**config.mk**
```make
export PLATFORM = sky130hd
export DESIGN_NAME = asc_ctrl
export DESIGN_NICKNAME = d
export VERILOG_FILES = /design/src/asc_pkg.sv /design/src/asc_fifo.sv /design/src/asc_ctrl.sv
export SDC_FILE = /design/constraint.sdc
export NUM_CORES = 1
export LEC_CHECK = 0
export ABC_CLOCK_PERIOD_IN_PS = 2400
export BUFFER_PORTS_ARGS = -buffer_cell sky130_fd_sc_hd__buf_2
export CAP_MARGIN = 20
export CORE_MARGIN = 1
export CORE_UTILIZATION = 50
export DETAILED_ROUTE_END_ITERATION = 10
export PLACE_DENSITY = 0.69
export SLEW_MARGIN = 20
export SYNTH_ARGS = -nofsm -noshare
export SYNTH_HDL_FRONTEND = slang
export SYNTH_SLANG_ARGS = --single-unit
```
**constraint.sdc**
```tcl
create_clock -name core_clk -period 2.4 [get_ports core_clk]
set_input_delay 0.24 -clock core_clk [delete_from_list [all_inputs] [get_ports core_clk]]
set_output_delay 0.24 -clock core_clk [all_outputs]
set_load 0.1 [all_outputs]
```
**src/asc_pkg.sv**
```systemverilog
// Purpose: Shared constants and types for the serial control-word block
// Assumes: 40 MHz core clock, host-driven serial clock sampled by it
// Notes:   Codes, bit counts, widths, timing and the control-word and power-down reset values live here

`default_nettype none

package asc_pkg;
	// ----------------------------------------------------------------
	// Selector codes
	// ----------------------------------------------------------------
	localparam logic [3:0] SEL_ANALOG_INPUT_ZERO = 4'h0;
	localparam logic [3:0] SEL_ANALOG_INPUT_TEN  = 4'ha;
	localparam logic [3:0] SEL_TEST_HALF         = 4'hb;
	localparam logic [3:0] SEL_TEST_LOW          = 4'hc;
	localparam logic [3:0] SEL_TEST_HIGH         = 4'hd;
	localparam logic [3:0] SEL_PWR_DOWN          = 4'he;

	// ----------------------------------------------------------------
	// Length codes and bit counts
	// ----------------------------------------------------------------
	localparam logic [1:0] LEN_8      = 2'h1;
	localparam logic [1:0] LEN_16     = 2'h3;
	localparam logic [4:0] BITS_8     = 5'h08;
	localparam logic [4:0] BITS_12    = 5'h0c;
	localparam logic [4:0] BITS_16    = 5'h10;
	localparam logic [4:0] SAMPLE_FALL = 5'h03;
	localparam logic [3:0] LEN_RISE   = 4'h5;
	localparam logic [3:0] CTRL_BITS  = 4'h8;

	// ----------------------------------------------------------------
	// Widths, reset values, timing
	// ----------------------------------------------------------------
	localparam int         RES_W      = 12;
	localparam int         WORD_W     = 16;
	localparam int         FIFO_DEPTH = 8;
	localparam logic [7:0] CTRL_RESET = 8'h00;
	localparam logic       PD_RESET   = 1'b1;
	localparam int CLK_PERIOD_NS = 25;
	localparam int EOC_DELAY_NS  = 100;
	localparam int EOC_DELAY_CYC = (EOC_DELAY_NS + CLK_PERIOD_NS - 1) / CLK_PERIOD_NS;
	localparam logic [2:0] EOC_DELAY_LOAD = 3'(EOC_DELAY_CYC - 1);

	typedef struct packed {
		logic [3:0] sel;
		logic       length_sel_hi;
		logic       length_sel_lo;
		logic       bit_order_flag;
		logic       polarity_flag;
	} asc_ctrl_type;

	typedef enum logic [2:0] {
		ST_IO    = 3'b001,
		ST_DELAY = 3'b010,
		ST_CONV  = 3'b100
	} asc_state_type;
endpackage

`default_nettype wire

```
**src/asc_fifo.sv**
```systemverilog
// Purpose: Small result FIFO between converter and output register
// Assumes: Single clock, synchronous push and pop
// Notes:   Read data come straight from the storage registers

`timescale 1ns/100ps
`default_nettype none

module asc_fifo #(
	parameter int W = 12,
	parameter int D = 8
) (
	input  wire logic         clk,
	input  wire logic         rst,
	input  wire logic         in_valid,
	output logic              in_ready,
	input  wire logic [W-1:0] in_data,
	output logic              out_valid,
	input  wire logic         out_ready,
	output logic      [W-1:0] out_data
);
	localparam int PW = $clog2(D);

	logic [W-1:0] mem_r [D];
	logic [PW-1:0] wr_ptr_r;
	logic [PW-1:0] rd_ptr_r;
	logic [PW:0]   count_r;
	wire           push = in_valid && in_ready;
	wire           pop  = out_valid && out_ready;

	// ----------------------------------------------------------------
	// Flags
	// ----------------------------------------------------------------
	assign in_ready  = (count_r != (PW+1)'(D));
	assign out_valid = (count_r != '0);
	assign out_data  = mem_r[rd_ptr_r];

	// Storage has no reset; only written slots are ever read
	always_ff @(posedge clk) begin
		if (push) begin
			mem_r[wr_ptr_r] <= in_data;
		end
	end

	// Pointers wrap at the depth, which need not be a power of two
	always_ff @(posedge clk or posedge rst) begin
		if (rst) begin
			wr_ptr_r <= '0;
			rd_ptr_r <= '0;
			count_r  <= '0;
		end else begin
			if (push) begin
				wr_ptr_r <= (wr_ptr_r == PW'(D - 1)) ? '0 : wr_ptr_r + 1'b1;
			end
			if (pop) begin
				rd_ptr_r <= (rd_ptr_r == PW'(D - 1)) ? '0 : rd_ptr_r + 1'b1;
			end
			count_r <= count_r + (PW+1)'(push) - (PW+1)'(pop);
		end
	end
endmodule

`default_nettype wire

```
**src/asc_ctrl.sv**
```systemverilog
// Purpose: Control-word decode and I/O-cycle framing of a serial converter
// Assumes: Serial clock, chip select and data in are asynchronous pins
// Notes:   Converter core is outside; results arrive through a FIFO

`timescale 1ns/100ps
`default_nettype none

module asc_ctrl (
	input  wire logic        core_clk,
	input  wire logic        sys_rst,
	input  wire logic        cs_n,
	input  wire logic        io_clk,
	input  wire logic        data_in,
	output logic             data_out,
	output logic             data_out_oe,
	output logic             eoc,
	output logic             sampling,
	output logic             power_down,
	output logic             conv_start,
	output logic [3:0]       conv_sel,
	input  wire logic        res_valid,
	output logic             res_ready,
	input  wire logic [11:0] res_data
);
	// ----------------------------------------------------------------
	// Pin synchronisers
	// ----------------------------------------------------------------
	logic clk_m_r, clk_s_r, clk_d_r;
	logic cs_m_r, cs_s_r;
	logic din_m_r, din_s_r;

	// First stages feed only the second stages
	always_ff @(posedge core_clk or posedge sys_rst) begin
		if (sys_rst) begin
			clk_m_r <= 1'b0;
			clk_s_r <= 1'b0;
			clk_d_r <= 1'b0;
			cs_m_r  <= 1'b1;
			cs_s_r  <= 1'b1;
			din_m_r <= 1'b0;
			din_s_r <= 1'b0;
		end else begin
			clk_m_r <= io_clk;
			clk_s_r <= clk_m_r;
			clk_d_r <= clk_s_r;
			cs_m_r  <= cs_n;
			cs_s_r  <= cs_m_r;
			din_m_r <= data_in;
			din_s_r <= din_m_r;
		end
	end

	// ----------------------------------------------------------------
	// State and registers
	// ----------------------------------------------------------------
	asc_pkg::asc_state_type state_r, state_nxt;
	logic [7:0]  shift_r;
	logic [3:0]  rise_cnt_r;
	logic [4:0]  fall_cnt_r;
	logic [1:0]  len_prev_r;
	logic [1:0]  len_now_r;
	logic        len_new_r;
	logic        order_r;
	logic        pol_conv_r;
	logic        len8_conv_r;
	logic [2:0]  dly_cnt_r;
	logic [15:0] word_r;
	logic        eoc_r;
	logic        samp_r;
	logic        pd_r;
	logic        start_r;
	logic        dout_r;
	logic        oe_r;

	// ----------------------------------------------------------------
	// Decode
	// ----------------------------------------------------------------
	// Clock and data are ignored with chip select high or outside I/O
	wire        active   = !cs_s_r && (state_r == asc_pkg::ST_IO);
	wire        rise     = active && clk_s_r && !clk_d_r;
	wire        fall     = active && !clk_s_r && clk_d_r;
	// Previous length frames the cycle until the new field is complete
	wire [1:0]  len_eff  = len_new_r ? len_now_r : len_prev_r;
	wire [4:0]  len_bits = (len_eff == asc_pkg::LEN_8)  ? asc_pkg::BITS_8 :
	                       (len_eff == asc_pkg::LEN_16) ? asc_pkg::BITS_16 :
	                       asc_pkg::BITS_12;
	wire [4:0]  fall_inc = fall_cnt_r + 5'h01;
	wire        io_end   = fall && (fall_inc == len_bits);
	wire        samp_pt  = fall && (fall_cnt_r == asc_pkg::SAMPLE_FALL);
	wire [3:0]  sel_now  = shift_r[3:0];
	wire        sel_pd   = (sel_now == asc_pkg::SEL_PWR_DOWN);
	// Complete word seen through its fields once all eight bits are in
	asc_pkg::asc_ctrl_type word_in;
	assign word_in = asc_pkg::asc_ctrl_type'(shift_r);
	wire        end_pd   = (word_in.sel == asc_pkg::SEL_PWR_DOWN);
	wire        take_bit = rise && (rise_cnt_r < asc_pkg::CTRL_BITS);
	wire        take_len = rise && (rise_cnt_r == asc_pkg::LEN_RISE);
	// Output bit index; LSB first starts at the low end of the frame
	wire [4:0]  idx_msb  = 5'h0f - fall_cnt_r;
	wire [4:0]  idx_lsb  = asc_pkg::BITS_16 - len_bits + fall_cnt_r;
	wire [3:0]  idx      = order_r ? idx_lsb[3:0] : idx_msb[3:0];
	wire        fifo_valid;
	wire [11:0] fifo_data;
	wire        pop      = (state_r == asc_pkg::ST_CONV) && fifo_valid;
	// MSB inversion is all that separates the two codings
	wire [11:0] coded    = {fifo_data[11] ^ pol_conv_r, fifo_data[10:0]};

	// ----------------------------------------------------------------
	// Result FIFO; it drains only while a conversion is awaited
	// ----------------------------------------------------------------
	asc_fifo #(
		.W (asc_pkg::RES_W),
		.D (asc_pkg::FIFO_DEPTH)
	) u_fifo (
		.clk       (core_clk),
		.rst       (sys_rst),
		.in_valid  (res_valid),
		.in_ready  (res_ready),
		.in_data   (res_data),
		.out_valid (fifo_valid),
		.out_ready (state_r == asc_pkg::ST_CONV),
		.out_data  (fifo_data)
	);

	// ----------------------------------------------------------------
	// Sequencer
	// ----------------------------------------------------------------
	// Power-down selection skips the conversion entirely
	always_comb begin
		state_nxt = state_r;
		unique case (state_r)
			asc_pkg::ST_IO: begin
				if (io_end && !end_pd) begin
					state_nxt = asc_pkg::ST_DELAY;
				end
			end
			asc_pkg::ST_DELAY: begin
				if (dly_cnt_r == 3'h1) begin
					state_nxt = asc_pkg::ST_CONV;
				end
			end
			asc_pkg::ST_CONV: begin
				if (pop) begin
					state_nxt = asc_pkg::ST_IO;
				end
			end
			default: state_nxt = asc_pkg::ST_IO;
		endcase
	end

	// Serial input capture; counters clear while deselected
	always_ff @(posedge core_clk or posedge sys_rst) begin
		if (sys_rst) begin
			shift_r    <= asc_pkg::CTRL_RESET;
			rise_cnt_r <= '0;
			fall_cnt_r <= '0;
			len_now_r  <= '0;
			len_new_r  <= 1'b0;
		end else if (cs_s_r || io_end) begin
			rise_cnt_r <= '0;
			fall_cnt_r <= '0;
			len_new_r  <= 1'b0;
		end else begin
			if (take_bit) begin
				shift_r    <= {shift_r[6:0], din_s_r};
				rise_cnt_r <= rise_cnt_r + 4'h1;
			end
			if (take_len) begin
				len_now_r <= {shift_r[0], din_s_r};
				len_new_r <= 1'b1;
			end
			if (fall) begin
				fall_cnt_r <= fall_inc;
			end
		end
	end

	// Control word takes effect at the end of its I/O cycle
	always_ff @(posedge core_clk or posedge sys_rst) begin
		if (sys_rst) begin
			len_prev_r  <= '0;
			order_r     <= 1'b0;
			pol_conv_r  <= 1'b0;
			len8_conv_r <= 1'b0;
		end else if (io_end) begin
			len_prev_r  <= len_eff;
			order_r     <= word_in.bit_order_flag;
			pol_conv_r  <= word_in.polarity_flag;
			len8_conv_r <= (len_eff == asc_pkg::LEN_8);
		end
	end

	// Sampling window and power-down flag
	always_ff @(posedge core_clk or posedge sys_rst) begin
		if (sys_rst) begin
			samp_r <= 1'b0;
			pd_r   <= asc_pkg::PD_RESET;
		end else if (io_end) begin
			samp_r <= 1'b0;
		end else if (samp_pt) begin
			samp_r <= !sel_pd;
			pd_r   <= sel_pd;
		end
	end

	// Conversion handshake: delay, start pulse, latch of the result
	always_ff @(posedge core_clk or posedge sys_rst) begin
		if (sys_rst) begin
			state_r   <= asc_pkg::ST_IO;
			dly_cnt_r <= '0;
			eoc_r     <= 1'b1;
			start_r   <= 1'b0;
			word_r    <= '0;
		end else begin
			state_r <= state_nxt;
			start_r <= (state_r == asc_pkg::ST_DELAY) && (dly_cnt_r == 3'h1);
			if (io_end) begin
				dly_cnt_r <= asc_pkg::EOC_DELAY_LOAD;
			end else if (dly_cnt_r != 3'h0) begin
				dly_cnt_r <= dly_cnt_r - 3'h1;
			end
			if ((state_r == asc_pkg::ST_DELAY) && (dly_cnt_r == 3'h1)) begin
				eoc_r <= 1'b0;
			end else if (pop) begin
				eoc_r <= 1'b1;
			end
			if (pop) begin
				word_r <= len8_conv_r ? {coded[11:4], 8'h00} : {coded, 4'h0};
			end
		end
	end

	// Selector is latched at the end of the cycle for the next conversion
	logic [3:0] sel_r;
	always_ff @(posedge core_clk or posedge sys_rst) begin
		if (sys_rst) begin
			sel_r <= asc_pkg::SEL_ANALOG_INPUT_ZERO;
		end else if (io_end) begin
			sel_r <= word_in.sel;
		end
	end

	// Serial output; forced low outside the I/O state, from the end of a converting cycle until the new result
	always_ff @(posedge core_clk or posedge sys_rst) begin
		if (sys_rst) begin
			dout_r <= 1'b0;
			oe_r   <= 1'b0;
		end else begin
			oe_r   <= !cs_s_r;
			dout_r <= (state_r == asc_pkg::ST_IO) && word_r[idx];
		end
	end

	assign data_out    = dout_r;
	assign data_out_oe = oe_r;
	assign eoc         = eoc_r;
	assign sampling    = samp_r;
	assign power_down  = pd_r;
	assign conv_start  = start_r;
	assign conv_sel    = sel_r;
endmodule

`default_nettype wire

```
Yosys cells after proc, flatten, opt, wreduce, memory -nomap -nowiden
Memory sizes are Yosys's and may differ from the RTL's.
Cells that the tools add are included.
{"block": "op_classes", "n_addsub": 10, "eq_ne": 17, "order_cmp": 2, "n_bitwise": 3, "n_reduce_logical": 32, "n_mux": 27}
{"operator": "3-bit 2-to-1 mux", "n": 7}
{"operator": "5-bit 2-to-1 mux", "n": 4}
{"operator": "1-bit logical AND", "n": 14}
{"operator": "4-bit 2-to-1 mux", "n": 3}
{"operator": "2-bit nonzero test", "n": 6}
{"operator": "3-bit == test (second input constant)", "n": 3}
{"operator": "1-bit 2-to-1 mux", "n": 9}
{"operator": "3-bit one-hot mux with 3 select lines", "n": 1}
{"operator": "4-bit == test (second input constant)", "n": 2}
{"operator": "8-bit 2-to-1 mux", "n": 1}
{"operator": "3-bit by 1-bit adder with 3-bit output (second input constant)", "n": 2}
{"operator": "3-bit by 1-bit == test with 1-bit output (second input constant)", "n": 2}
{"operator": "2-bit AND reduction", "n": 3}
{"operator": "5-bit by 1-bit adder with 5-bit output (second input constant)", "n": 1}
{"operator": "5-bit by 2-bit == test with 1-bit output (second input constant)", "n": 1}
{"operator": "5-bit == test", "n": 1}
{"operator": "1-bit zero test", "n": 5}
{"operator": "4-bit by 5-bit less-than comparator with 1-bit output (second input constant)", "n": 1}
{"operator": "4-bit by 1-bit adder with 4-bit output", "n": 1}
{"operator": "4-bit by 1-bit adder with 4-bit output (second input constant)", "n": 1}
{"operator": "4-bit adder", "n": 1}
{"operator": "1-bit binary-select mux with 4-bit select", "n": 1}
{"operator": "4-bit by 3-bit == test with 1-bit output (second input constant)", "n": 1}
{"operator": "4-bit less-than comparator (second input constant)", "n": 1}
{"operator": "17 further kinds", "n": 19}
{"block": "word_totals", "word_cells": 121, "inputBits": 18, "ram_bits": 96, "regBits": 74, "n_memories": 1, "output_inout_bits": 11}
{"name": "u_fifo.mem_r", "depth": 8, "width": 12, "read_ports": 1, "rd_ports_with_merged_regs": 0, "write_ports": 1, "line_no": "asc_fifo.sv:23", "source": "logic [W-1:0] mem_r [D];"}

Longest topological paths before layout
{"block": "logic_depth", "word_depth": 10, "ltp_mapped": 13, "mapped_depth_nobuf": 11}

By module
From an unflattened synthesis, not the netlist that was laid out.
{"block": "unflattened", "cells_unflattened": 438, "hier_area_um2": 7179.4}
{"mod": "asc_fifo", "cells_per_inst": 197, "n_inst": 1, "seq_area_each_um2": 3133.0, "area_each_um2": 4316.6}
{"mod": "asc_ctrl", "cells_per_inst": 241, "n_inst": 1, "seq_area_each_um2": 1507.7, "area_each_um2": 2862.7}

Worst setup path before layout
Ideal clock, no wire load.
{"block": "synth_timing", "path_kind": "reg-to-reg", "startpoint": "register u_fifo.count_r[2]", "endpoint": "memory u_fifo.mem_r[0][0] (enable)", "arrival_ns": 2.914, "required_time_ns": 1.987, "period_less_slack_ns": 3.327, "setup_ns": 0.413, "stages_incl_launch_ff": 6, "setup_slack_ns": -0.927, "path_buffers": 0, "cell_sequence": "dfrtp_1 -> inv_1 -> ha_1 -> nand3_1 -> nand2_1 -> nor4_1"}
{"block": "synth_via", "elab_chain_cells": 4}
{"item": "from (decl)", "line_no": "asc_fifo.sv:26", "source": "logic [PW:0] count_r;"}
{"item": "from (signal assigned)", "line_no": "asc_fifo.sv:57", "source": "count_r <= count_r + (PW+1)'(push) - (PW+1)'(pop);"}
{"item": "4-bit inequality test", "line_no": "asc_fifo.sv:33", "source": "assign in_ready = (count_r != (PW+1)'(D));"}
{"item": "net res_ready", "line_no": "asc_ctrl.sv:22", "source": "output logic res_ready,"}
{"item": "1-bit logical AND", "line_no": "asc_fifo.sv:27", "source": "wire push = in_valid && in_ready;"}
{"item": "1-bit 2-to-1 mux", "line_no": "asc_fifo.sv:39", "source": "if (push) begin"}
{"item": "1-bit 2-to-1 mux (implied by the code)", "line_no": "asc_fifo.sv:40", "source": "mem_r[wr_ptr_r] <= in_data;"}
{"item": "to (decl)", "line_no": "asc_fifo.sv:23"}
The timed path passes the listed nets, and every way through them passes these cells.

Final worst setup path
{"block": "layout_timing", "startpoint": "register state_r[0]", "endpoint": "register len_prev_r[0]"}
{"block": "layout_via", "elab_chain_cells": 5}
{"item": "from (decl)", "line_no": "asc_ctrl.sv:56", "source": "asc_pkg::asc_state_type state_r, state_nxt;"}
{"item": "from (signal assigned)", "line_no": "asc_ctrl.sv:209", "source": "state_r <= asc_pkg::ST_IO;"}
{"item": "from (signal assigned)", "line_no": "asc_ctrl.sv:215", "source": "state_r <= state_nxt;"}
{"item": "3-bit by 1-bit == test with 1-bit output", "line_no": "asc_ctrl.sv:79", "source": "wire active = !cs_s_r && (state_r == asc_pkg::ST_IO);"}
{"item": "1-bit logical AND", "line_no": "asc_ctrl.sv:79"}
{"item": "1-bit logical AND (2 in a row)", "line_no": "asc_ctrl.sv:81", "source": "wire fall = active && !clk_s_r && clk_d_r;"}
{"item": "1-bit logical AND", "line_no": "asc_ctrl.sv:88", "source": "wire io_end = fall && (fall_inc == len_bits);"}
{"item": "to (signal assigned)", "line_no": "asc_ctrl.sv:186", "source": "len_prev_r <= len_eff;"}
{"item": "to (decl)", "line_no": "asc_ctrl.sv:60", "source": "logic [1:0] len_prev_r;"}
No other way between the ends.
A chain may end at the register's enable or synchronous reset.

==> impl_metrics.yaml <==
synth:
  synth_seq_cells: 166
  syn_area_per_cell_um2: 15.45
  netlist_area_mm2: 0.007000
  syn_nets: 490
  yosys_warnings: 0
  synthDistinctLibCells: 49
  synth_flop_cell: "edfxtp_1"
  syn_inst: 453
  postSynth.asyncResetShare_pct: 42.17
  yosysSeqAreaShare_pct: 66.29
  synth_edf_count: 96
cts:
  post_cts_buffers: 0
  cts_buffers: 17
  cts_max_path_buffers: 2
  cts_tree: "yes"
  clk_latency_ns: 0.42
  path_clk_slew_ns: 0.06
  cts_sinks: 166
  htreeDepth: 4
  cts_root_buffer: "clkbuf_16"
timing:
  drv_slew: 0
  max_freq_mhz: 436.3
  max_slew_margin_pct: 44.97
  post-route-period-util_pct: 95.51
  finalWorstSetupSlack_ns: 0.1078
  setup_viol: 0
  clock_skew_ns: 0.007173
  finalHoldViolations: 0
  setup_tns_ns: 0
  period_minus_slack_ns: 2.292
  rsz0062_at_grt: "false"
  holdWs_ns: 0.08389
  worst_slew_pin_slew_ns: 0.8255
die:
  fp.dieW_um: 120.3
  io_pins: 29
  dieArea_mm2: 0.01448
  initial_utilization_pct: 52.04
  core_mm2: 0.01345
  rows: 42
  die_h_um: 120.3
drt:
  ant_nets: 0
  viasPerCell: 5.435
  wl_um: 11900
  num_vias: 3772
  drt-initial-drc-count: 242
  drc: 0
  dr.pass1.iters: 5
  wl_per_cell_um: 17.15
cells_and_area:
  fin_nets: 542
  num_antenna_cells: 0
  synthToLayoutAreaGrowth_pct: 17.27
  final_area_mm2: 0.008209
  stdcell_count: 694
  mostFrequentLayoutCells: "edfxtp_1, dfrtp_1, nand2_1"
  final_util_pct: 61.02
  final_common_cell: "edfxtp_1"
  multi_input_area_mm2: 0.002268
  seqCellArea_mm2: 0.004641
  fillers: 1024
  drive_gt1_share_pct: 28.76
global_routing:
  grt_pass1_vias: 3953
  grt-ovfl-total: 0
  grt_antenna_before_repair: 0
  track_usage_pct: 18.63
  grt_start_max_net_pins: 49
  grt_pass1_wl_um: 20000
place:
  dp_hpwl_um: 7768
  dp_slack_ns: 0.1011
  dp_cells: 658
  numPortBuffers: 28
  place_congestion: 0.8133
  placed_area_mm2: 0.007551
pwr:
  power_density_mw_per_mm2: 883.3
  p_total_mw: 7.252
  peakVddDrop_mv: 0.9074
  p_leak_nw: 3.267
hold_path:
  min_from: "res_data[9]"
  worstHoldPathCells: 1
  hold-path-endpoint: "u_fifo.mem_r[1][9]"
  hp-class: "in2reg"
setup_path:
  crit_type: "reg2reg"
  reg2reg_to: "len_prev_r[0]"
  endpoint_kind: "register"
  worstReg2RegStart: "state_r[0]"
  reg2reg_slack_ns: 0.11
  start_kind: "register"
  crit_required_ns: 2.70
  arrival_ns: 2.60
  reg2reg_depth: 6
  cp_max_fo: 10
job:
  cap_viol_max_count: 0
run_status:
  status: "complete, no violations"
layer usage:
metal	GRT usage, %	part of all wire [%]	up-vias
li1	-	-	1795
met2	31.75	52	52
met3	4.434	3.4	17
met4	7.330	1.6	0
met5	0	0	-
met1	22.97	43	1908
flip-flops by register name, indices dropped and copies added, names as in the netlist, 2 cells and up:
signal and count:
u_fifo.count_r 4, len_prev_r 2, state_r 3, u_fifo.mem_r 96
conv_sel 4, shift_r 8, dly_cnt_r 3, rise_cnt_r 4
u_fifo.rd_ptr_r 3, u_fifo.wr_ptr_r 3, fall_cnt_r 5, len_now_r 2
word_r 12
report_power, final:
part / total (mW) / switching [mW] / internal (mW)
registers: 3.55 / 0.166 / 3.38
logic: 0.901 / 0.535 / 0.366
clock network: 2.80 / 1.13 / 1.67
Yosys cell counts (7+ instances only):
cell type	count	share of area, %
nand2b_1	7	0.63
mux2_2	14	2.3
edfxtp_1	96	41
ha_1	18	3.2
dfrtp_1	65	23
nor2_1	10	0.54
nand2_1	37	2.0
nor3_1	14	1.0
mux4_2	24	7.7
inv_1	21	1.1
clkbuf_1	13	0.70
o21ai_0	11	0.79
xor2_1	8	1.0
nand3_1	8	0.57
a21oi_1	8	0.57
nor2b_1	7	0.63
mux2i_1	13	1.9
kinds of logic after synthesis:
family | share of synthesized area (%)
multiplexers | 12.80
AND/OR/NAND/NOR | 8.132
XOR/XNOR | 1.752
adder cells (fa/ha/maj) | 3.503
buffers and inverters | 2.449
AO/OA/AOI/OAI | 5.076
flip-flops | 66.29
critical path: stages (launching register included):
cell and delay (ns):
dfstp_2 0.57, or3b_1 0.42, nor4b_4 0.33, nand3_2 0.16
a21oi_4 0.21, buf_12 0.16, mux2_1 0.32
worst max-delay path by stage:
stage                      startpoint                 to  slack (ns)  depth (start not counted)
finish                     state_r[0]      len_prev_r[0]        0.11                          6
global route               state_r[0]      rise_cnt_r[2]       0.001                          7
CTS                        state_r[0]      len_prev_r[0]        0.09                          6
detailed placement         state_r[0]      len_prev_r[0]        0.10                          6
global placement           state_r[0]        conv_sel[3]        0.19                          6
floorplan           u_fifo.count_r[3]  u_fifo.count_r[1]       -0.02                         13
cell type report:
cell class,instances,share of cell area (%)
clock buffer,18,5.228
clock inverter,14,2.301
inverter,21,0.9602
multi-input combinational,245,27.63
sequential,166,56.53
tap,176,2.683
timing repair buffer,54,4.664
repair_timing:
item                       4_1_cts  5_1_grt
hold endpoints to repair        22        0
gates resized for setup          0        0
setup endpoints to repair        0        0
hold buffers                     4        0
No activity file was read; power rests on OpenSTA's default activity.
